$ cat config.mk
export PLATFORM = sky130hd
export DESIGN_NAME = usart_events_and_config
export DESIGN_NICKNAME = d
export VERILOG_FILES = /design/src/verilog/usart_pkg.sv /design/src/verilog/usart_events_and_config.sv /design/src/verilog/usart_pulse_gen.sv
export SDC_FILE = /design/constraint.sdc
export NUM_CORES = 1
export LEC_CHECK = 0
export ABC_AREA = 1
export BUFFER_PORTS_ARGS = -buffer_cell sky130_fd_sc_hd__buf_2
export CORE_UTILIZATION = 50
export CTS_BUF_LIST = sky130_fd_sc_hd__clkbuf_4 sky130_fd_sc_hd__clkbuf_8
export CTS_CLUSTER_SIZE = 10
export DETAILED_ROUTE_END_ITERATION = 10
export GPL_TIMING_DRIVEN = 0
export PLACE_DENSITY = 0.75
export SETUP_SLACK_MARGIN = 0.1
export SLEW_MARGIN = 10
export SYNTH_ARGS = -nofsm -noshare
export SYNTH_HDL_FRONTEND = slang
export SYNTH_SLANG_ARGS = --single-unit
export TNS_END_PERCENT = 30
$ cat constraint.sdc
create_clock -name i_ref_clk -period 2.8 [get_ports i_ref_clk]
set_input_delay 0.28 -clock i_ref_clk [delete_from_list [all_inputs] [get_ports i_ref_clk]]
set_output_delay 0.28 -clock i_ref_clk [all_outputs]
set_load 0.02 [all_outputs]
$ cat src/verilog/usart_pkg.sv
// shared constants and carrier types of the serial port control block
package usart_pkg;

	// ----------------------------------------------------------------
	// register bus geometry and register map
	// ----------------------------------------------------------------
	localparam int unsigned ADDR_W = 8; // register address width
	localparam int unsigned DATA_W = 8; // register data width
	localparam logic [ADDR_W-1:0] CTRL_STATUS_ADDR = 8'h86; // ctrl_status_reg
	localparam logic [ADDR_W-1:0] ASYNC_CTRL_ADDR = 8'hc4; // async_ctrl_reg
	localparam logic [ADDR_W-1:0] GENERIC_CTRL_ADDR = 8'hc5; // generic_ctrl_reg
	localparam logic [ADDR_W-1:0] DATA_BUFFER_ADDR = 8'hc1; // data_buffer_reg
	localparam logic [ADDR_W-1:0] RATE_MANTISSA_ADDR = 8'hc2; // rate_mantissa_reg
	localparam logic [ADDR_W-1:0] IRQ_CTRL_ADDR = 8'he0; // event masks and pending flags

	// ----------------------------------------------------------------
	// field positions
	// ----------------------------------------------------------------
	localparam int CS_MODE = 7; // 1 async character mode, 0 synchronous
	localparam int CS_RX_ON = 6; // receiver enable
	localparam int CS_TARGET = 5; // 0 clock master, 1 clock follower
	localparam int CS_FRAMING = 4; // framing_fault
	localparam int CS_PARITY = 3; // parity fault
	localparam int CS_RX_BYTE = 2; // received byte ready
	localparam int CS_TX_BYTE = 1; // last byte sent
	localparam int CS_ACTIVE = 0; // busy, read only
	localparam int AC_FLUSH = 7; // abort, reads zero
	localparam int AC_FLOW = 6; // handshake enable
	localparam int AC_NINTH = 5; // ninth_bit_value / parity sense
	localparam int AC_NINE = 4; // nine_bit_enable
	localparam int AC_PARITY = 3; // parity enable
	localparam int AC_TWO_STOP = 2; // two_stop_select
	localparam int AC_STOP_LVL = 1; // stop bit level
	localparam int AC_START_LVL = 0; // start bit level
	localparam int IR_RX_MASK = 0; // rx event enable
	localparam int IR_TX_MASK = 1; // tx event enable
	localparam int IR_RX_PEND = 2; // rx pending flag
	localparam int IR_TX_PEND = 3; // tx pending flag

	// ----------------------------------------------------------------
	// reset values
	// ----------------------------------------------------------------
	localparam logic [DATA_W-1:0] CTRL_STATUS_RST = 8'h00;
	localparam logic [DATA_W-1:0] ASYNC_CTRL_RST = 8'h02; // stop level resets high
	localparam logic [DATA_W-1:0] BYTE_RST = 8'h00; // generic, mantissa, data
	localparam logic [DATA_W-1:0] IRQ_CTRL_RST = 8'h00;

	// transmit holding buffer state
	typedef enum logic {TXB_EMPTY, TXB_FULL} txb_state_e;

	// status reported by the shift engines
	typedef struct packed {
		logic rx_done; // receive finished (level or pulse)
		logic [7:0] rx_data; // received byte
		logic rx_nine_bit_enable; // received ninth bit
		logic [1:0] rx_stop; // sampled stop bits, [0] first
		logic tx_done; // transmit finished (level or pulse)
		logic tx_ready; // shifter can take a byte
		logic busy; // shifting in either direction
	} eng_evt_s;

	// configuration and commands to the shift engines
	typedef struct packed {
		logic uart_mode; // async character mode
		logic rx_search; // receiver may hunt for a start bit
		logic target_role; // synchronous clock follower
		logic nine_bit_enable; // nine data bits
		logic two_stop_select; // two stop bits on transmit
		logic stop_level; // stop bit level
		logic start_level; // start bit level, idle is opposite
		logic [7:0] generic; // generic control byte
		logic [7:0] mantissa; // baud mantissa byte
		logic [7:0] tx_data; // byte handed to the transmitter
		logic tx_nine_bit_enable; // ninth bit handed to the transmitter
		logic tx_start; // one-cycle start command
		logic flush; // one-cycle abort command
	} eng_cfg_s;

endpackage

$ cat src/verilog/usart_events_and_config.sv
// control, status, configuration and event logic of one serial port
`timescale 1ns/1ps

module usart_events_and_config
	import usart_pkg::*;
(
	input wire logic i_ref_clk,
	input wire logic i_rst_b,
	input wire logic [ADDR_W-1:0] i_addr,
	input wire logic [DATA_W-1:0] i_wdata,
	input wire logic i_wr_en,
	input wire logic i_rd_en,
	output logic [DATA_W-1:0] o_rd_data,
	input wire logic i_dma_wr_en,
	input wire logic [DATA_W-1:0] i_dma_wdata,
	input wire logic i_dma_rd_en,
	output logic [DATA_W-1:0] o_dma_rdata,
	input wire eng_evt_s i_evt,
	output eng_cfg_s o_cfg,
	input wire logic i_cts_b,
	output logic o_rts_b,
	output logic o_rx_irq,
	output logic o_tx_irq,
	output logic o_rx_dma,
	output logic o_tx_dma,
	output logic o_cpu_int
);

	// ----------------------------------------------------------------
	// state of the block
	// ----------------------------------------------------------------
	typedef struct packed {
		logic mode; // async character mode
		logic rx_on; // receiver enabled
		logic target; // clock follower
		logic framing_fault; // stop level wrong
		logic parity_fault; // parity mismatch
		logic rx_byte; // received byte waiting
		logic tx_byte; // last byte sent
		logic flow; // handshake enabled
		logic ninth_bit_value; // ninth bit or parity sense
		logic nine_bit_enable; // nine-bit characters
		logic parity_on; // parity enabled
		logic two_stop_select; // two stop bits
		logic stop_level; // stop bit level
		logic start_level; // start bit level
		logic [7:0] generic; // generic control byte
		logic [7:0] mantissa; // baud mantissa byte
		logic [7:0] tx_hold; // written, not yet handed over
		logic [7:0] tx_out; // handed to the transmitter
		logic tx_nine_bit_enable; // ninth bit handed over
		logic [7:0] rx_hold; // last received byte
		txb_state_e txb; // holding buffer state
		logic tx_start; // start command pulse
		logic flush; // abort command pulse
		logic rx_mask; // rx event enable
		logic tx_mask; // tx event enable
		logic rx_pending; // rx event pending
		logic tx_pending; // tx event pending
		logic [7:0] rdata; // cpu read data
		logic [7:0] dma_rdata; // dma read data
	} state_s;

	state_s st_q; // current state
	state_s st_d; // next state
	logic rx_pulse; // one-cycle receive completion
	logic tx_done_pulse; // one-cycle transmit completion
	logic cts_ok; // transmitter may start
	logic handoff; // holding byte moves to the shifter
	logic wr_ctrl; // cpu write to ctrl_status_reg
	logic wr_async; // cpu write to async_ctrl_reg
	logic wr_buf; // cpu or dma write to data_buffer_reg
	logic rd_buf; // cpu or dma read of data_buffer_reg
	logic [7:0] buf_wdata; // data for a buffer write
	logic [7:0] ctrl_view; // ctrl_status_reg as read
	logic [7:0] async_view; // async_ctrl_reg as read
	logic [7:0] irq_view; // event register as read
	logic [7:0] rd_val; // selected read value
	logic rx_parity_bad; // parity check of the arriving byte
	logic rx_frame_bad; // stop check of the arriving byte

	// ----------------------------------------------------------------
	// event pulse shaping
	// ----------------------------------------------------------------
	usart_pulse_gen u_rx_pulse (
		.i_ref_clk(i_ref_clk),
		.i_rst_b(i_rst_b),
		.i_level(i_evt.rx_done),
		.o_pulse(rx_pulse)
	);

	usart_pulse_gen u_tx_pulse (
		.i_ref_clk(i_ref_clk),
		.i_rst_b(i_rst_b),
		.i_level(i_evt.tx_done),
		.o_pulse(tx_done_pulse)
	);

	// ----------------------------------------------------------------
	// decode and views
	// ----------------------------------------------------------------
	// cpu wins a buffer write when both masters write in one cycle
	always_comb begin
		wr_ctrl = i_wr_en && (i_addr == CTRL_STATUS_ADDR);
		wr_async = i_wr_en && (i_addr == ASYNC_CTRL_ADDR);
		wr_buf = (i_wr_en && (i_addr == DATA_BUFFER_ADDR)) || i_dma_wr_en;
		rd_buf = (i_rd_en && (i_addr == DATA_BUFFER_ADDR)) || i_dma_rd_en;
		buf_wdata = (i_wr_en && (i_addr == DATA_BUFFER_ADDR)) ? i_wdata : i_dma_wdata;
		cts_ok = !st_q.flow || !i_cts_b;
		handoff = (st_q.txb == TXB_FULL) && i_evt.tx_ready && cts_ok
			&& !(wr_async && i_wdata[AC_FLUSH]);
		// parity over data and ninth bit: even sense wants zero ones-parity
		rx_parity_bad = st_q.nine_bit_enable && st_q.parity_on
			&& ((^{i_evt.rx_data, i_evt.rx_nine_bit_enable}) ^ ~st_q.ninth_bit_value);
		rx_frame_bad = (i_evt.rx_stop[0] != st_q.stop_level)
			|| (st_q.two_stop_select && (i_evt.rx_stop[1] != st_q.stop_level));
	end

	// register views, abort bit always reads zero
	always_comb begin
		ctrl_view = '0;
		ctrl_view[CS_MODE] = st_q.mode;
		ctrl_view[CS_RX_ON] = st_q.rx_on;
		ctrl_view[CS_TARGET] = st_q.target;
		ctrl_view[CS_FRAMING] = st_q.framing_fault;
		ctrl_view[CS_PARITY] = st_q.parity_fault;
		ctrl_view[CS_RX_BYTE] = st_q.rx_byte;
		ctrl_view[CS_TX_BYTE] = st_q.tx_byte;
		ctrl_view[CS_ACTIVE] = i_evt.busy || st_q.tx_start;
		async_view = '0;
		async_view[AC_FLOW] = st_q.flow;
		async_view[AC_NINTH] = st_q.ninth_bit_value;
		async_view[AC_NINE] = st_q.nine_bit_enable;
		async_view[AC_PARITY] = st_q.parity_on;
		async_view[AC_TWO_STOP] = st_q.two_stop_select;
		async_view[AC_STOP_LVL] = st_q.stop_level;
		async_view[AC_START_LVL] = st_q.start_level;
		irq_view = '0;
		irq_view[IR_RX_MASK] = st_q.rx_mask;
		irq_view[IR_TX_MASK] = st_q.tx_mask;
		irq_view[IR_RX_PEND] = st_q.rx_pending;
		irq_view[IR_TX_PEND] = st_q.tx_pending;
		// five port registers plus the event register
		case (i_addr)
			CTRL_STATUS_ADDR: rd_val = ctrl_view;
			ASYNC_CTRL_ADDR: rd_val = async_view;
			GENERIC_CTRL_ADDR: rd_val = st_q.generic;
			DATA_BUFFER_ADDR: rd_val = st_q.rx_hold;
			RATE_MANTISSA_ADDR: rd_val = st_q.mantissa;
			IRQ_CTRL_ADDR: rd_val = irq_view;
			default: rd_val = '0; // unmapped reads zero
		endcase
	end

	// ----------------------------------------------------------------
	// next state
	// ----------------------------------------------------------------
	always_comb begin
		st_d = st_q;
		st_d.tx_start = 1'b0;
		st_d.flush = 1'b0;
		// read data and read side effects
		if (i_rd_en) begin
			st_d.rdata = rd_val;
			if (i_addr == CTRL_STATUS_ADDR) begin
				st_d.framing_fault = 1'b0;
				st_d.parity_fault = 1'b0;
			end
		end
		if (i_dma_rd_en) begin
			st_d.dma_rdata = st_q.rx_hold;
		end
		if (rd_buf) begin
			st_d.rx_byte = 1'b0;
		end
		// control and status writes, flags clear on zero only
		if (wr_ctrl) begin
			st_d.mode = i_wdata[CS_MODE];
			st_d.rx_on = i_wdata[CS_RX_ON];
			st_d.target = i_wdata[CS_TARGET];
			if (!i_wdata[CS_FRAMING]) begin
				st_d.framing_fault = 1'b0;
			end
			if (!i_wdata[CS_PARITY]) begin
				st_d.parity_fault = 1'b0;
			end
			if (!i_wdata[CS_RX_BYTE]) begin
				st_d.rx_byte = 1'b0;
			end
			if (!i_wdata[CS_TX_BYTE]) begin
				st_d.tx_byte = 1'b0;
			end
		end
		// character format writes
		if (wr_async) begin
			st_d.flow = i_wdata[AC_FLOW];
			st_d.ninth_bit_value = i_wdata[AC_NINTH];
			st_d.nine_bit_enable = i_wdata[AC_NINE];
			st_d.parity_on = i_wdata[AC_PARITY];
			st_d.two_stop_select = i_wdata[AC_TWO_STOP];
			st_d.stop_level = i_wdata[AC_STOP_LVL];
			st_d.start_level = i_wdata[AC_START_LVL];
			if (i_wdata[AC_FLUSH]) begin
				st_d.flush = 1'b1;
				st_d.txb = TXB_EMPTY;
				st_d.rx_byte = 1'b0;
			end
		end
		if (i_wr_en && (i_addr == GENERIC_CTRL_ADDR)) begin
			st_d.generic = i_wdata;
		end
		if (i_wr_en && (i_addr == RATE_MANTISSA_ADDR)) begin
			st_d.mantissa = i_wdata;
		end
		// event register: masks plain, pending flags clear on zero
		if (i_wr_en && (i_addr == IRQ_CTRL_ADDR)) begin
			st_d.rx_mask = i_wdata[IR_RX_MASK];
			st_d.tx_mask = i_wdata[IR_TX_MASK];
			if (!i_wdata[IR_RX_PEND]) begin
				st_d.rx_pending = 1'b0;
			end
			if (!i_wdata[IR_TX_PEND]) begin
				st_d.tx_pending = 1'b0;
			end
		end
		// holding byte moves on, ninth bit from value or parity
		if (handoff) begin
			st_d.txb = TXB_EMPTY;
			st_d.tx_start = 1'b1;
			st_d.tx_out = st_q.tx_hold;
			if (st_q.parity_on) begin
				st_d.tx_nine_bit_enable = (^st_q.tx_hold) ^ ~st_q.ninth_bit_value;
			end else begin
				st_d.tx_nine_bit_enable = st_q.ninth_bit_value;
			end
			st_d.tx_pending = 1'b1;
		end
		// a new byte fills the holding buffer, even during a handoff
		if (wr_buf) begin
			st_d.tx_hold = buf_wdata;
			st_d.txb = TXB_FULL;
			st_d.tx_byte = 1'b0;
		end
		// engine events come last so a set beats any clear
		if (rx_pulse) begin
			st_d.rx_hold = i_evt.rx_data;
			st_d.rx_byte = 1'b1;
			st_d.rx_pending = 1'b1;
			if (rx_parity_bad) begin
				st_d.parity_fault = 1'b1;
			end
			if (rx_frame_bad && st_q.mode) begin
				st_d.framing_fault = 1'b1;
			end
		end
		if (tx_done_pulse) begin
			st_d.tx_byte = 1'b1;
		end
	end

	// state register
	always_ff @(posedge i_ref_clk) begin
		if (!i_rst_b) begin
			st_q <= '0;
			st_q.stop_level <= ASYNC_CTRL_RST[AC_STOP_LVL];
			st_q.tx_hold <= BYTE_RST;
			st_q.rx_hold <= BYTE_RST;
			st_q.txb <= TXB_EMPTY;
		end else begin
			st_q <= st_d;
		end
	end

	// ----------------------------------------------------------------
	// outputs
	// ----------------------------------------------------------------
	always_comb begin
		o_cfg.uart_mode = st_q.mode;
		o_cfg.rx_search = st_q.rx_on || !st_q.mode;
		o_cfg.target_role = st_q.target;
		o_cfg.nine_bit_enable = st_q.nine_bit_enable;
		o_cfg.two_stop_select = st_q.two_stop_select;
		o_cfg.stop_level = st_q.stop_level;
		o_cfg.start_level = st_q.start_level;
		o_cfg.generic = st_q.generic;
		o_cfg.mantissa = st_q.mantissa;
		o_cfg.tx_data = st_q.tx_out;
		o_cfg.tx_nine_bit_enable = st_q.tx_nine_bit_enable;
		o_cfg.tx_start = st_q.tx_start;
		o_cfg.flush = st_q.flush;
	end

	// with flow on, request to send low while the receive byte is free and reception on; always low with flow off
	assign o_rts_b = st_q.flow ? !(st_q.rx_on && !st_q.rx_byte) : 1'b0;
	assign o_rd_data = st_q.rdata;
	assign o_dma_rdata = st_q.dma_rdata;
	assign o_rx_irq = rx_pulse;
	assign o_tx_irq = st_q.tx_start;
	assign o_rx_dma = rx_pulse;
	assign o_tx_dma = st_q.tx_start;
	assign o_cpu_int = (st_q.rx_pending && st_q.rx_mask) || (st_q.tx_pending && st_q.tx_mask);
endmodule // usart_events_and_config

$ cat src/verilog/usart_pulse_gen.sv
// rising edge to single-cycle pulse converter for engine events
`timescale 1ns/1ps

module usart_pulse_gen (
	input wire logic i_ref_clk,
	input wire logic i_rst_b,
	input wire logic i_level,
	output logic o_pulse
);

	// ----------------------------------------------------------------
	// state
	// ----------------------------------------------------------------
	typedef struct packed {
		logic prev; // input seen last cycle
		logic pulse; // registered pulse
	} pulse_state_s;

	pulse_state_s st_q; // current state
	pulse_state_s st_d; // next state

	// edge detection, one pulse per rising edge of the input
	always_comb begin
		st_d = st_q;
		st_d.prev = i_level;
		st_d.pulse = i_level & ~st_q.prev;
	end

	// state register
	always_ff @(posedge i_ref_clk) begin
		if (!i_rst_b) begin
			st_q <= '0;
		end else begin
			st_q <= st_d;
		end
	end

	assign o_pulse = st_q.pulse;

endmodule // usart_pulse_gen
Yosys cells after proc, flatten, opt, wreduce, memory -nomap -nowiden. Cells that the tools add are included.

Flip-flop bits (word level): 82. Latch bits: 0. RAM bits: 0. ROM bits: 0. Output and inout port bits: 56. Logic and storage cells: 123. Memories kept: 0.

Add/sub/neg operators: 0. $mul: 0. Divide/modulo/power cells: 0. $lt $le $gt $ge: 0. Eq/ne operators: 11. Shift-type cells: 0. Multiplexer cells: 29. Bitwise gates (word level): 7. Reduce and logical (&&, ||, !) cells: 43.

Operators by type and width (number): $eq 8x8->1 const B (6); $pmux 8 s6 (1); $mux 1 (21); $logic_and 1x1->1 (18); $reduce_and 2->1 (5); $reduce_bool 3->1 (3); $reduce_xor 9->1 (1); $mux 2 (4); $mux 8 (1); $reduce_xor 8->1 (1); $logic_or 1x1->1 (7); $logic_not 1->1 (6); $mux 4 (1); $ne 2x1->1 const B (2); $reduce_bool 2->1 (2); $mux 3 (1); $ne 3x1->1 const B (1); $not 1->1 (3); $and 1x1->1 (2); $ne 1x1->1 (2); $xor 1x1->1 (2).

Longest topological paths before layout.
Depth in word-level cells: 9. Depth in mapped cells: 12. Gate-level depth less buffers: 11.

Modules after synthesis. From an unflattened synthesis, not the netlist that was laid out.

Cells, all modules: 580. Area, all modules: 4107.7 µm².

By module, submodules not included: usart_events_and_config (instances 1, cells each 570, area each 4000.1 µm², sequential area each 1561.5 µm²); usart_pulse_gen (instances 2, cells each 5, area each 53.8 µm², sequential area each 40.0 µm²).

Worst setup path before layout. Ideal clock, no wire load.

Kind: input to register. Start point: input i_addr[2]. End point: register st_q, in the netlist ctrl_view[1]. Library setup time: 0.128 ns. Arrival time: 1.219 ns. Required time: 2.672 ns. Setup slack: 1.454 ns. Stages: 10. Cells stage by stage: inv_1 -> nand2_1 -> nor2_2 -> nand2_4 -> nor2_4 -> inv_2 -> nand2_1 -> inv_2 -> a21oi_1 -> nor2_1.

Cells in the longest elaborated chain, start to end: 5. Elaborated cells between the ends (all ways): 10. Those cells by class: eq/ne (3); mux (2); reduce/logical (5).

RTL lines: start, declared (RTL line usart_events_and_config.sv:9) `input wire logic [ADDR_W-1:0] i_addr,`; $eq 8x8->1 (RTL line usart_events_and_config.sv:106) `wr_buf = (i_wr_en && (i_addr == DATA_BUFFER_ADDR)) || i_dma_wr_en;`; $logic_and 1x1->1 (RTL line usart_events_and_config.sv:106); $logic_or 1x1->1 (RTL line usart_events_and_config.sv:106); $ne 3x1->1 (no line), or another cell as far along; $reduce_and 2->1 (no line) / $mux 1 (equally long branches); end signal, assigned (RTL line usart_events_and_config.sv:270) `st_q <= st_d;`; end, declared (RTL line usart_events_and_config.sv:64) `state_s st_q;`.

Parallel ways exist; a longest one is shown, timed or not. A chain may end at the register's enable or synchronous reset.

Final worst setup path.
Start point: register st_q, in the netlist irq_view[3]. End point: output o_cpu_int.

Cells in the longest elaborated chain, start to end: 2.

RTL lines: $logic_and 1x1->1 (RTL line usart_events_and_config.sv:301) `assign o_cpu_int = (st_q.rx_pending && st_q.rx_mask) || (st_q.tx_pending && st_q.tx_mask);`; $logic_or 1x1->1 (RTL line usart_events_and_config.sv:301); end, declared (RTL line usart_events_and_config.sv:26) `output logic o_cpu_int`.

No other way between the ends.

==> results.cfg <==
[cells_and_area]
fill_cells = 715
drive_above_1_share_pct = 27.7
antenna_cells = 0
syn2layout_area_growth_pct = 21.4
final_nets = 751
design_area_sq_um = 5050

[sta]
fin_skew_ns = 0.0154
rsz0062_at_grt = no
period_needed_ns = 1.46
setup_viol = 0
tns_ns = 0
slew_violations = 0
fmax_mhz = 684
worst_slew_pin_slew_ns = 0.568
hold_viol = 0
relSlewSlack_pct = 62.1
fin_crit_sh_pct = 52.2

[synth]
yosys-top-cells-area = dfxtp_1 (39%), nand2_1 (10%), buf_4 (9.4%)
synthTopCellsByCount = nand2_1 (113), dfxtp_1 (82), inv_1 (66), nor2_1 (63), o21ai_0 (55)
yosys_warnings = 0
netlist-cell-type-count = 35
synth_edf_count = 0
yosysTopAreaCell = dfxtp_1
synthFlopType = dfxtp_1
syn_area_sq_um = 4160
syn_area_per_cell_sq_um = 7.00
netlist_instances = 595
synth_most_common_cell = nand2_1
syn_nets = 641
ys_seq_area_share_pct = 39.4
synthArstFlopShare_pct = 0
netlist.area_leader.share_pct = 39.4
yosys_register_bits = 82

[routing]
drtIter0Drc = 215
post_drt_wl_per_cell_um = 13.6
drt-total-wl_um = 11100
via_per_inst = 5.06
ant_nets = 0
drc = 0
drt_first_pass_iters = 4
vias = 4105

[clocking]
cts_tree = done
cts_resized = 0
numCtsBuffers = 9
post_cts.repair.setup_buffers = 0
clkLatencyLatePin_ns = 0.36
h-tree-depth = 3
cts.reportedPaths.clkPinSlew_ns = 0.09
clock_path_buffers = 2
cts_hold_buf = 0
cts_root_buf = clkbuf_8
clock-sinks = 82

[setup_path]
critPathMaxStageDelay_ns = 0.34
start_kind = flip-flop
endpoint_kind = output port
cp.arrival_ns = 1.18
cpLargestDelayFamily = flip-flops
cp_num_buf_inv = 2
cp_slowest_cell = dfxtp_1
cp_cell_sequence = inv_1 -> o22ai_1 -> buf_2
crit_type = reg2out
cp.required_ns = 2.52
path_max_fanout = 2

[power]
switching_share_pct = 24.8
cellLeakagePower_nw = 2.48
pwr-share-comb_pct = 11.8
seqPwrFrac_pct = 45.9
power.internal_mw = 2.02
ir_drop_mv = 0.277
clkPwrFrac_pct = 42.3
p_switching_uw = 668
powerDensity_nw_per_um2 = 532

[place]
dpl_cell_area_sq_um = 4790
place.gp.congestion = 0.908
dp_hpwl_um = 8620
numPortBuffers = 99

[die]
die_y_um = 93.2
die_area_sq_um = 8690
num_rows = 32
start_util_pct = 52.8
io_pins = 102
fp.coreArea_sq_um = 7890
dieWidth_um = 93.2

[grt]
grt_overflow = 0
grt_util_all_layers_pct = 26.5
grt_max_degree = 15
grt_pass1_vias = 3669
grt_pass1_wl_um = 17500
antenna_found_initial = 0

[worst_hold_path]
hold_path_class = in2reg

[job]
max-cap-violations = 0

[outcome]
run_status = complete, no violations
[metal layers]
metal  GRT usage, %  wire length, um  up-vias
met3           3.98              698       24
met5              0                0        -
li1               -                -     2077
met4           12.3              308        0
met2           43.5             5190      164
met1           34.1             4880     1840
[registers in the layout, summed over array words and instances, names as in the netlist]
signal              flops
u_rx_pulse.o_pulse      1
u_tx_pulse.st_q         1
o_rd_data               8
u_tx_pulse.o_pulse      1
o_tx_dma                1
u_rx_pulse.st_q         1
irq_view                4
ctrl_view               5
async_view              3
o_dma_rdata             8
o_cfg                  32
st_q                   17
[final timing paths]
path | slack (ns) | endpoint | startpoint | depth (start not counted)
setup reg to reg | 1.49 | ctrl_view[3] | u_rx_pulse.o_pulse | 4
hold / removal | 0.13 | u_tx_pulse.st_q[1] | i_evt[2] | 3
setup / recovery | 1.34 | o_cpu_int | irq_view[3] | 3
hold reg to reg | 0.39 | u_rx_pulse.o_pulse | u_rx_pulse.st_q[1] | 1
[cell families after synthesis]
logic type                count (synthesis)  synth area share [%]
and+or+nand+nor                         238                  25.5
AOI/OAI and AO/OA                       128                  16.4
DFF                                      82                  39.4
buffers and inverters                   144                  18.0
xor gates and xnor gates                  3                 0.631
[per-stage QoR]
| step | total power, mW | hold WS (ns) | worst slack, ns | std cells | util (%) |
|---|---|---|---|---|---|
| 2_1_floorplan | 1.46 | 0.368 | 1.45 | 595 | - |
| 6_report | 2.69 | 0.129 | 1.34 | 812 | 64.1 |
| 3_5_place_dp | 1.58 | 0.383 | 1.13 | 796 | 60.7 |
| 4_1_cts | 2.69 | 0.125 | 1.36 | 812 | 64.1 |
| 5_1_grt | 2.79 | 0.129 | 1.27 | 812 | 64.1 |
| 3_3_place_gp | 1.57 | 0.374 | 1.15 | 796 | 60.7 |
[worst register-to-register path: cells and delay by family, from the launching register on]
kind,cells,cell delay (ns)
compound gates,1,0.14
buf+inv,1,0.30
flops,1,0.41
simple gates,2,0.39
[placed cells by master, fill, tap and decap left out, types with 2 or more instances in the layout]
master     instances
a21oi_1           50
nand3_1           39
nand4_1            2
nor2_2             3
o211ai_1           4
buf_4             52
nand2_2            3
inv_1             66
clkbuf_8           9
nor2_4             3
clkbuf_1          12
buf_2            102
nand2_1          113
nand2_4            4
o22ai_1            7
nand3_2            2
clkinv_1           2
o21ai_0           55
xor2_1             2
dfxtp_1           82
bufinv_16          4
inv_2              6
nand3b_1           2
nor2_1            63
a31oi_1            8
[power groups by stage]
stage | combinational [mW] | clock [mW] | sequential [mW]
2_1_floorplan | 0.205 | 0 | 1.25
3_3_place_gp | 0.309 | 0 | 1.26
3_5_place_dp | 0.316 | 0 | 1.26
4_1_cts | 0.318 | 1.14 | 1.23
5_1_grt | 0.353 | 1.20 | 1.24
6_report | 0.318 | 1.14 | 1.23
[layout make-up]
| type | count | area, sq um | area share [%] |
|---|---|---|---|
| clock buffers | 10 | 131 | 2.60 |
| flip-flops and latches | 82 | 1640 | 32.5 |
| inverters | 75 | 284 | 5.62 |
| well taps | 102 | 128 | 2.53 |
| multi-input cells | 369 | 1770 | 35.1 |
| plain buffers | 69 | 465 | 9.21 |
| repair buffers | 99 | 495 | 9.80 |
| clock inverters | 6 | 136 | 2.70 |
Power figures use the tool's default switching activity.
